--- src/shared/sfr_regs.vh ---
`ifndef SFR_REGS_VH
`define SFR_REGS_VH

// Register byte addresses inside the special-function window
`define IDX_INT_EN_ONE    4'h0
`define IDX_INT_EN_TWO    4'h1
`define IDX_INT_FLAG_ONE  4'h2
`define IDX_INT_FLAG_TWO  4'h3
`define IDX_MOD_EN_ONE    4'h4

// Special-function window: indices 0h..Fh, below the 8-bit peripherals
`define SFR_WINDOW_TOP    4'hf

// Field positions
`define BIT_SERIAL_TX     3'd7
`define BIT_SERIAL_RX     3'd6
`define BIT_FLASH_VIOL    3'd5
`define BIT_PIN_NMI       3'd4
`define BIT_OSC_FAULT     3'd1
`define BIT_WATCHDOG      3'd0
`define BIT_BASIC_TICK    3'd7
`define BIT_ASYNC_TX_EN   3'd7
`define BIT_RX_EN         3'd6

// Implemented-bit masks
`define MASK_INT_EN_ONE   8'hf3
`define MASK_INT_EN_TWO   8'h80
`define MASK_INT_FLAG_ONE 8'hd3
`define MASK_INT_FLAG_TWO 8'h80
`define MASK_MOD_EN_ONE   8'hc0

// Reset values
`define RST_INT_EN_ONE    8'h00
`define RST_INT_EN_TWO    8'h00
`define RST_INT_FLAG_ONE  8'h82
`define RST_INT_FLAG_TWO  8'h00
`define RST_MOD_EN_ONE    8'h00

// Flag bits that only power-on reset restores
`define POR_ONLY_FLAG_ONE 8'h01

`endif

--- src/core/special_function_regs.v ---
// What this block does
// - Bank sits in lowest special-function address range
// - Unassigned bits hold no storage
// - Plain reset bits restored by system reset
// - Parenthesised reset bits restored only at power-on
// - Enable one: tx, rx, flash, nmi, osc, watchdog
// - Watchdog enable acts only in interval mode
// - Enable two holds only basic tick enable
// - Flag one: tx, rx, nmi, osc, watchdog
// - Serial tx flag resets one, rx zero
// - Pin NMI event sets its flag
// - Oscillator fault sets flag; resets to one
// - Watchdog overflow or bad key sets flag
// - Watchdog flag cleared by power-on or pin reset
// - Flag two holds only basic tick flag
// - Module enable one: async tx at bit 7
// - Bit 6: async rx or sync tx/rx enable
// - No second module enable register
// - Non-maskable sources gated only per source
`timescale 1ns/1ps
`include "sfr_regs.vh"

module special_function_regs (
  // Clock, power-on reset and software-visible system reset
  input  wire        mclk,
  input  wire        sys_rst,
  input  wire        system_reset,
  // Classic Wishbone slave; the register byte always rides the low lane
  input  wire        wb_cyc_i,
  input  wire        wb_stb_i,
  input  wire        wb_we_i,
  input  wire [7:0]  wb_adr_i,
  input  wire [3:0]  wb_sel_i,
  input  wire [31:0] wb_dat_i,
  output reg  [31:0] wb_dat_o,
  output reg         wb_ack_o,
  output reg         wb_err_o,
  // Set events from the peripherals; each high cycle sets
  input  wire        serial_tx_set,
  input  wire        serial_rx_set,
  input  wire        pin_nmi_set,
  input  wire        osc_fault_set,
  input  wire        watchdog_overflow,
  input  wire        watchdog_key_bad,
  // Mode levels, pin reset clear, basic tick set and the flag kept in the flash controller
  input  wire        watchdog_interval_mode,
  input  wire        pin_reset_clear,
  input  wire        basic_tick_set,
  input  wire        flash_violation_pending,
  input  wire        serial_sync_mode,
  // Requests to the processor, one per source
  output wire        serial_tx_irq,
  output wire        serial_rx_irq,
  output wire        flash_violation_irq,
  output wire        pin_nmi_irq,
  output wire        osc_fault_irq,
  output wire        watchdog_irq,
  output wire        basic_tick_irq,
  // Serial module enables
  output wire        async_tx_module_en,
  output wire        async_rx_module_en,
  output wire        sync_txrx_module_en
);

  // Stored register images; absent bits are constant zero
  wire [7:0] int_en_one_r;
  wire [7:0] int_en_two_r;
  wire [7:0] int_flag_one_r;
  wire [7:0] int_flag_two_r;
  wire [7:0] mod_en_one_r;

  // Bus decode
  wire       req;
  wire       in_window;
  wire [3:0] idx;
  wire       wr_byte;
  reg        wr_en_one;
  reg        wr_en_two;
  reg        wr_flag_one;
  reg        wr_flag_two;
  reg        wr_mod_one;
  wire [7:0] wdata;
  reg  [7:0] rd_byte;

  // Hardware set vectors, one bit per flag position
  wire [7:0] set_flag_one;
  wire [7:0] set_flag_two;

  // Reset values as indexable constants, one bit per flop
  localparam [7:0] RST_EN_ONE    = `RST_INT_EN_ONE;
  localparam [7:0] RST_EN_TWO    = `RST_INT_EN_TWO;
  localparam [7:0] RST_FLAG_ONE  = `RST_INT_FLAG_ONE;
  localparam [7:0] RST_FLAG_TWO  = `RST_INT_FLAG_TWO;
  localparam [7:0] RST_MOD_ONE   = `RST_MOD_EN_ONE;

  // Which positions hold storage at all
  localparam [7:0] MASK_EN_ONE   = `MASK_INT_EN_ONE;
  localparam [7:0] MASK_EN_TWO   = `MASK_INT_EN_TWO;
  localparam [7:0] MASK_FLAG_ONE = `MASK_INT_FLAG_ONE;
  localparam [7:0] MASK_FLAG_TWO = `MASK_INT_FLAG_TWO;
  localparam [7:0] MASK_MOD_ONE  = `MASK_MOD_EN_ONE;

  // Flag bits that the system reset must leave alone
  localparam [7:0] POR_ONLY_ONE  = `POR_ONLY_FLAG_ONE;

  // New request only while no answer is standing
  assign req       = wb_cyc_i & wb_stb_i & ~wb_ack_o & ~wb_err_o;
  // One register per byte address; data always on the low lane
  assign idx       = wb_adr_i[3:0];
  // From 10h up lies the 8-bit peripheral range, refused here
  assign in_window = (wb_adr_i[7:4] == 4'h0) & (idx <= `SFR_WINDOW_TOP);
  assign wr_byte   = req & in_window & wb_we_i & wb_sel_i[0];
  assign wdata     = wb_dat_i[7:0];

  // Per-register write strobes; no strobe exists for a second module enable
  always @* begin
    wr_en_one   = 1'b0;
    wr_en_two   = 1'b0;
    wr_flag_one = 1'b0;
    wr_flag_two = 1'b0;
    wr_mod_one  = 1'b0;
    case (idx)
      `IDX_INT_EN_ONE:   wr_en_one   = wr_byte;
      `IDX_INT_EN_TWO:   wr_en_two   = wr_byte;
      `IDX_INT_FLAG_ONE: wr_flag_one = wr_byte;
      `IDX_INT_FLAG_TWO: wr_flag_two = wr_byte;
      `IDX_MOD_EN_ONE:   wr_mod_one  = wr_byte;
      // Free addresses are acknowledged, the write dropped
      default:           wr_mod_one  = 1'b0;
    endcase
  end

  // Watchdog flag takes both overflow and bad-key events
  assign set_flag_one = {serial_tx_set,
                         serial_rx_set,
                         1'b0,
                         pin_nmi_set,
                         2'b00,
                         osc_fault_set,
                         watchdog_overflow | watchdog_key_bad};
  assign set_flag_two = {basic_tick_set, 7'h00};

  // One loop per register; absent positions become constant zero
  genvar i;

  // Interrupt enable one: six bits, positions 3 and 2 absent
  generate
    for (i = 0; i < 8; i = i + 1) begin : g_en_one
      if (MASK_EN_ONE[i]) begin : g_ie1
        reg bit_r;
        always @(posedge mclk or posedge sys_rst) begin
          if (sys_rst) begin
            bit_r <= RST_EN_ONE[i];
          end else if (system_reset) begin
            bit_r <= RST_EN_ONE[i];
          end else if (wr_en_one) begin
            bit_r <= wdata[i];
          end
        end
        assign int_en_one_r[i] = bit_r;
      end else begin : g_ie1_none
        assign int_en_one_r[i] = 1'b0;
      end
    end
  endgenerate

  // Interrupt enable two: only the basic tick enable exists
  generate
    for (i = 0; i < 8; i = i + 1) begin : g_en_two
      if (MASK_EN_TWO[i]) begin : g_ie2
        reg bit_r;
        always @(posedge mclk or posedge sys_rst) begin
          if (sys_rst) begin
            bit_r <= RST_EN_TWO[i];
          end else if (system_reset) begin
            bit_r <= RST_EN_TWO[i];
          end else if (wr_en_two) begin
            bit_r <= wdata[i];
          end
        end
        assign int_en_two_r[i] = bit_r;
      end else begin : g_ie2_none
        assign int_en_two_r[i] = 1'b0;
      end
    end
  endgenerate

  // Module enable one: transmit and receive enables only
  generate
    for (i = 0; i < 8; i = i + 1) begin : g_mod_one
      if (MASK_MOD_ONE[i]) begin : g_me1
        reg bit_r;
        always @(posedge mclk or posedge sys_rst) begin
          if (sys_rst) begin
            bit_r <= RST_MOD_ONE[i];
          end else if (system_reset) begin
            bit_r <= RST_MOD_ONE[i];
          end else if (wr_mod_one) begin
            bit_r <= wdata[i];
          end
        end
        assign mod_en_one_r[i] = bit_r;
      end else begin : g_me1_none
        assign mod_en_one_r[i] = 1'b0;
      end
    end
  endgenerate

  // Flag one: a hardware set beats a write in the same cycle, so an
  // event is never lost to a clearing write; system reset beats both,
  // except on the watchdog bit, which must survive to name the cause
  generate
    for (i = 0; i < 8; i = i + 1) begin : g_flag_one
      if (MASK_FLAG_ONE[i]) begin : g_if1
        reg bit_r;
        if (POR_ONLY_ONE[i]) begin : g_por
          // Survives system reset so software can see the cause
          always @(posedge mclk or posedge sys_rst) begin
            if (sys_rst) begin
              bit_r <= RST_FLAG_ONE[i];
            end else if (pin_reset_clear) begin
              bit_r <= 1'b0;
            end else if (set_flag_one[i]) begin
              bit_r <= 1'b1;
            end else if (wr_flag_one) begin
              bit_r <= wdata[i];
            end
          end
        end else begin : g_puc
          always @(posedge mclk or posedge sys_rst) begin
            if (sys_rst) begin
              bit_r <= RST_FLAG_ONE[i];
            end else if (system_reset) begin
              bit_r <= RST_FLAG_ONE[i];
            end else if (set_flag_one[i]) begin
              bit_r <= 1'b1;
            end else if (wr_flag_one) begin
              bit_r <= wdata[i];
            end
          end
        end
        assign int_flag_one_r[i] = bit_r;
      end else begin : g_if1_none
        assign int_flag_one_r[i] = 1'b0;
      end
    end
  endgenerate

  // Flag two: only the basic tick flag exists
  generate
    for (i = 0; i < 8; i = i + 1) begin : g_flag_two
      if (MASK_FLAG_TWO[i]) begin : g_if2
        reg bit_r;
        always @(posedge mclk or posedge sys_rst) begin
          if (sys_rst) begin
            bit_r <= RST_FLAG_TWO[i];
          end else if (system_reset) begin
            bit_r <= RST_FLAG_TWO[i];
          end else if (set_flag_two[i]) begin
            bit_r <= 1'b1;
          end else if (wr_flag_two) begin
            bit_r <= wdata[i];
          end
        end
        assign int_flag_two_r[i] = bit_r;
      end else begin : g_if2_none
        assign int_flag_two_r[i] = 1'b0;
      end
    end
  endgenerate

  // Read mux; anything not mapped reads as zero
  always @* begin
    case (idx)
      `IDX_INT_EN_ONE:   rd_byte = int_en_one_r;
      `IDX_INT_EN_TWO:   rd_byte = int_en_two_r;
      `IDX_INT_FLAG_ONE: rd_byte = int_flag_one_r;
      `IDX_INT_FLAG_TWO: rd_byte = int_flag_two_r;
      `IDX_MOD_EN_ONE:   rd_byte = mod_en_one_r;
      default:           rd_byte = 8'h00;
    endcase
  end

  // Single-wait-state answer; ack drops the cycle after it rose.
  // The standing ack masks req, so a held request is not taken twice.
  always @(posedge mclk or posedge sys_rst) begin
    if (sys_rst) begin
      wb_ack_o <= 1'b0;
    end else begin
      wb_ack_o <= req & in_window;
    end
  end

  // Outside the window: err, with no effect on any register
  always @(posedge mclk or posedge sys_rst) begin
    if (sys_rst) begin
      wb_err_o <= 1'b0;
    end else begin
      wb_err_o <= req & ~in_window;
    end
  end

  // Read data registered; zero for writes and refused cycles.
  // It holds after the answer so a slow master still finds it.
  always @(posedge mclk or posedge sys_rst) begin
    if (sys_rst) begin
      wb_dat_o <= 32'h0000_0000;
    end else begin
      if (req & in_window & ~wb_we_i) begin
        wb_dat_o <= {24'h00_0000, rd_byte};
      end else if (req) begin
        wb_dat_o <= 32'h0000_0000;
      end
    end
  end

  // Interrupt requests: flag and enable; no global enable enters here
  assign serial_tx_irq =
    int_flag_one_r[`BIT_SERIAL_TX] & int_en_one_r[`BIT_SERIAL_TX];
  assign serial_rx_irq =
    int_flag_one_r[`BIT_SERIAL_RX] & int_en_one_r[`BIT_SERIAL_RX];
  // Flash flag lives in the flash controller; only its enable is here
  assign flash_violation_irq =
    flash_violation_pending & int_en_one_r[`BIT_FLASH_VIOL];
  assign pin_nmi_irq =
    int_flag_one_r[`BIT_PIN_NMI] & int_en_one_r[`BIT_PIN_NMI];
  assign osc_fault_irq =
    int_flag_one_r[`BIT_OSC_FAULT] & int_en_one_r[`BIT_OSC_FAULT];
  // In watchdog mode the flag means reset cause, never an interrupt
  assign watchdog_irq = watchdog_interval_mode &
    int_flag_one_r[`BIT_WATCHDOG] & int_en_one_r[`BIT_WATCHDOG];
  assign basic_tick_irq =
    int_flag_two_r[`BIT_BASIC_TICK] & int_en_two_r[`BIT_BASIC_TICK];

  // Serial module enables; bit 6 changes meaning with the serial mode
  assign async_tx_module_en  = mod_en_one_r[`BIT_ASYNC_TX_EN];
  assign async_rx_module_en  = ~serial_sync_mode & mod_en_one_r[`BIT_RX_EN];
  assign sync_txrx_module_en = serial_sync_mode & mod_en_one_r[`BIT_RX_EN];

endmodule // special_function_regs

--- config.mk ---
export PLATFORM = sky130hd
export DESIGN_NAME = special_function_regs
export DESIGN_NICKNAME = d
export VERILOG_FILES = /design/src/core/special_function_regs.v
export VERILOG_INCLUDE_DIRS = /design/src /design/src/shared
export SDC_FILE = /design/constraint.sdc
export NUM_CORES = 1
export LEC_CHECK = 0
export ABC_CLOCK_PERIOD_IN_PS = 1900
export BUFFER_PORTS_ARGS = -buffer_cell sky130_fd_sc_hd__buf_2
export CAP_MARGIN = 0
export CORE_MARGIN = 3
export CORE_UTILIZATION = 41
export DETAILED_ROUTE_END_ITERATION = 8
export PLACE_DENSITY = 0.8
export SLEW_MARGIN = 10
export SYNTH_ARGS = -nofsm -noshare
export SYNTH_HDL_FRONTEND = slang
export SYNTH_SLANG_ARGS = --single-unit
export TNS_END_PERCENT = 1
--- constraint.sdc ---
create_clock -name mclk -period 1.9 [get_ports mclk]
set_input_delay 0.19 -clock mclk [delete_from_list [all_inputs] [get_ports mclk]]
set_output_delay 0.19 -clock mclk [all_outputs]
set_load 0.01 [all_outputs]
Word level (Yosys, flattened, before mapping). Index checks and enable logic that the tools add are counted.

Flip-flop bits (word level): 49.

Order comparisons: 1. Equal/unequal tests: 4. Muxes and demuxes: 44. Bitwise gates (word level): 25. Reductions and logical operators: 12.

Operator list (count): $mux W32 (2); $mux W1 (41); $pmux W8 S5 (1); $and A1 B1 Y1 (19); $reduce_bool A3 Y1 (6); $eq A4 B2 Y1 const B (2); $logic_not A4 Y1 (2); $reduce_bool A2 Y1 (4); $not A1 Y1 (5); $eq A4 B1 Y1 const B (1); $eq A4 B3 Y1 const B (1); $le A4 B4 Y1 const B (1); $or A1 B1 Y1 (1).

Longest topological paths before layout.
Depth in word-level cells: 10. Mapped depth: 5.

Least setup slack after synthesis. OpenSTA, ideal clock, no wires.

Path kind: register to register. Start point: reg wb_err_o. End point: reg g_en_two[7].g_ie2.bit_r. Arrival time: 1.398 ns. Required time: 1.768 ns. Setup slack: 0.370 ns. Stages on the path, launching flop included: 6. Path buffers: 1. Cells stage by stage: dfrtp_1 > nand4bb_1 > buf_1 > nor4_2 > mux2i_1 > nor2_1.

Longest elaborated chain between the ends: 7.

Ends and longest elaborated chain: start: declaration (RTL line special_function_regs.v:37) `output reg wb_err_o,`; start signal: assignment (RTL line special_function_regs.v:299) `wb_err_o <= req & ~in_window;`; $not A1 Y1 (RTL line special_function_regs.v:107) `assign req = wb_cyc_i & wb_stb_i & ~wb_ack_o & ~wb_err_o;`; $and A1 B1 Y1 (RTL line special_function_regs.v:107); $and A1 B1 Y1 (3 in series) (RTL line special_function_regs.v:112) `assign wr_byte = req & in_window & wb_we_i & wb_sel_i[0];`; $mux W1 (RTL line special_function_regs.v:122) `case (idx)`; $reduce_bool A2 Y1 (no line); end signal: assignment (RTL line special_function_regs.v:174) `bit_r <= RST_EN_TWO[i];`; end signal: assignment (RTL line special_function_regs.v:176) `bit_r <= RST_EN_TWO[i];`; end signal: assignment (RTL line special_function_regs.v:178) `bit_r <= wdata[i];`; end: declaration (RTL line special_function_regs.v:171) `reg bit_r;`.

Every way passes these cells. A chain may end at the register's enable or synchronous reset.

Worst setup path in the final report.
Start point: reg wb_err_o. End point: reg g_flag_two[7].g_if2.bit_r.

Longest elaborated chain between the ends: 7.

Ends and longest elaborated chain: $not A1 Y1 (RTL line special_function_regs.v:107); $and A1 B1 Y1 (RTL line special_function_regs.v:107); $and A1 B1 Y1 (3 in series) (RTL line special_function_regs.v:112); $mux W1 (RTL line special_function_regs.v:122); $reduce_bool A3 Y1 (no line); end signal: assignment (RTL line special_function_regs.v:256) `bit_r <= RST_FLAG_TWO[i];`; end signal: assignment (RTL line special_function_regs.v:258) `bit_r <= RST_FLAG_TWO[i];`; end signal: assignment (RTL line special_function_regs.v:262) `bit_r <= wdata[i];`; end: declaration (RTL line special_function_regs.v:253) `reg bit_r;`.

Every way passes these cells.

==> results.ini <==
[global_route]
congestion_overflow_gr = 0
grt_first_pass_wirelength_mm = 4.66
pin_count_of_the_biggest_net_entering_global_routing = 24
globalRouteTotalUtil_pct = 13.9
grt_antenna_before_repair = 0
grt_pass1_vias = 996

[job]
max_cap_viol_count = 0

[layout]
insertedDiodeCount = 0
synthToLayoutAreaGrowth_pct = 16.8
fin_nets = 261
fillers = 342
fraction_of_final_layout_cells_with_drive_strength_greater_than_1_pct = 35.2

[detailed_routing]
finalWirelength_mm = 3.12
dr.pass1.iters = 5
drt_first_iter_violations = 20
detail_route.drc_violations = 0
routedWlPerCell_um = 12.7
detail-route-antenna-nets = 0
vias = 1131
viasPerCell = 4.62

[die]
core.rowCount = 21
die_height_um = 66.0
floorplan.core_area_um2 = 3420
floorplan.die_area_um2 = 4360
initial_utilization_pct = 43.3
pin_count = 105
chipWidth_um = 66.0

[placement]
gp_congestion = 0.764
post-dp-hpwl_mm = 2.40
portBuffers = 49
pre_cts_ws_ns = 0.225

[outcome]
run_status = completed

[worst_setup_path]
timing.reg2reg.setup_slack_ns = 0.31
timing.critical_path.required_ns = 2.14
crit_type = flip-flop to flip-flop
timing.critical_path.arrival_ns = 1.83
worstSetupEndpointType = flip-flop
worst_r2r_src = wb_err_o
worst_setup_path_startpoint = wb_err_o
cp_max_fo = 3
setup.worst_path.start_class = flip-flop

[clock_tree]
tritoncts = yes
cts.clk_slew.worst_paths_ns = 0.12
clock_sink_count = 23
ctsResizeCount = 0
cts_root_buffer = clkbuf_4
cts.path.max_buffers = 2
cts-buffers-inserted = 3
cts-htree-levels = 1
insertion_delay_ns = 0.30

[power_and_ir_drop]
power_density_nw_per_um2 = 500
worst_ir_drop_vdd_uv = 262
p_leak_nw = 0.962

[min_path]
holdCritStartpoint = pin_reset_clear
hold_path.class = primary input to flip-flop

[yosys]
postSynth.asyncResetShare_pct = 100
synth-edff-count = 0
netlist_top_cells_area = dfrtp_1 (36%), buf_4 (13%), mux2i_1 (9.5%)
synth.avg_cell_area_um2 = 10.1
post_synth_instance_area_um2 = 1480
synth.largest_area_cell = dfrtp_1
yosys-top-cells-count = buf_4 (26), dfrtp_1 (21), nor2_1 (17)
yosys_most_used_dff = dfrtp_1
synth.yosys.warnings = 0
post_synth_inst_count = 146
post_synthesis_register_bit_count = 23
synthDistinctLibCells = 38
synth.most_common_cell = buf_4
synth_largest_type_area_fraction_pct = 35.6
seq_area_frac_synth_pct = 39.1

[sta]
worst_skew_ns = 0.00107
report.final.setup_viol = 0
timing.final.hold_violations = 0
fin_tns_setup_ns = 0
max_freq_ghz = 0.630
setup_slack_of_the_critical_path_after_layout_ns = 0.313
final-max-slew-violation-count = 0
finalWorstPathRequiredPeriod_ns = 1.59
final_min_period_over_clock_period_pct = 83.5
grt_setup_unrepaired = false

-- placed cells by master (no fill, tap or decap), types with 2 or more instances in the layout --
master / count
dfrtp_1: 21
conb_1: 26
nand2_1: 8
a21oi_1: 5
nor4_2: 2
mux2i_1: 14
dfstp_2: 2
clkbuf_4: 3
nor4_4: 2
and2_1: 8
nand4_4: 2
nor2_1: 17
o21ai_1: 5
inv_1: 5
a22oi_1: 3
nand4_1: 3
buf_4: 3
buf_2: 49
-- power breakdown --
group | total [W] | switching [W] | leakage, nW | internal, W
Sequential | 0.000502 | 0.00000494 | 0.307 | 0.000497
Clock | 0.000219 | 0.000138 | 0.0150 | 0.0000817
Combinational | 0.000142 | 0.0000926 | 0.639 | 0.0000496
Total | 0.000863 | 0.000235 | 0.962 | 0.000628
-- area by class of cell --
cell class	instances	area, um2	area share [%]
tap	46	57.6	3.34
sequential	23	578	33.5
inverter	5	18.8	1.09
clock buffer	4	26.3	1.52
multi-input combinational	114	767	44.5
timing repair buffer	53	278	16.1
-- repair_timing --
action	4_1_cts	5_1_grt
buffers inserted	0	0
hold buffers	1	0
setup endpoints to repair	0	0
endpoints found under the hold margin	21	0
-- metal layers --
metal / track usage (%) / share of wire (%) / vias to the layer above
met5: 0 / 0 / -
met4: 5.08 / 1.2 / 0
met3: 3.06 / 6.2 / 4
met2: 23.8 / 50 / 35
met1: 17.0 / 42 / 528
li1: - / - / 564
-- worst max-delay path, stage by stage, from the launching register on --
cell	delay (ns)
dfrtp_1	0.40
nand4bb_1	0.30
nor4_2	0.39
mux2_1	0.35
nor2_1	0.08
-- sequential cells by signal, summed over array words and instances (netlist names) --
name / flops
g_en_one.g_ie1.bit_r: 6
wb_dat_o: 6
g_flag_one.g_if1.bit_r: 5
async_tx_module_en: 1
g_en_two.g_ie2.bit_r: 1
g_flag_two.g_if2.bit_r: 1
g_mod_one.g_me1.bit_r: 1
wb_ack_o: 1
wb_err_o: 1
-- metrics by stage --
stage / power [W] / util, % / hold slack [ns] / instance area, um2 / std cells
global placement: 0.000647 / 49.5 / 0.242 / 1690 / 240
detailed placement: 0.000650 / 49.5 / 0.246 / 1690 / 240
global route: 0.000909 / 50.5 / 0.00917 / 1730 / 245
finish: 0.000863 / 50.5 / 0.0259 / 1730 / 245
CTS: 0.000870 / 50.5 / 0.0167 / 1730 / 245
floorplan: 0.000626 / - / 0.190 / 1570 / 171
-- kinds of logic after synthesis --
family | synth area share (%)
AND/OR/NAND/NOR | 26.8
other | 0.254
flip-flops | 39.1
multiplexers | 11.0
buffers and inverters | 15.3
AO/OA/AOI/OAI | 7.45
-- final timing paths --
| check | end | depth (start not counted) |
|---|---|---|
| max in group asynchronous | g_flag_one[1].g_if1.bit_r | 4 |
| max reg2reg | g_flag_two[7].g_if2.bit_r | 4 |
| min in group asynchronous | wb_dat_o[1] | 4 |
| min reg2reg | wb_dat_o[5] | 2 |
| max | g_flag_two[7].g_if2.bit_r | 4 |
| min | g_flag_one[0].g_if1.bit_r | 2 |
No activity file was read; power rests on OpenSTA's default activity.
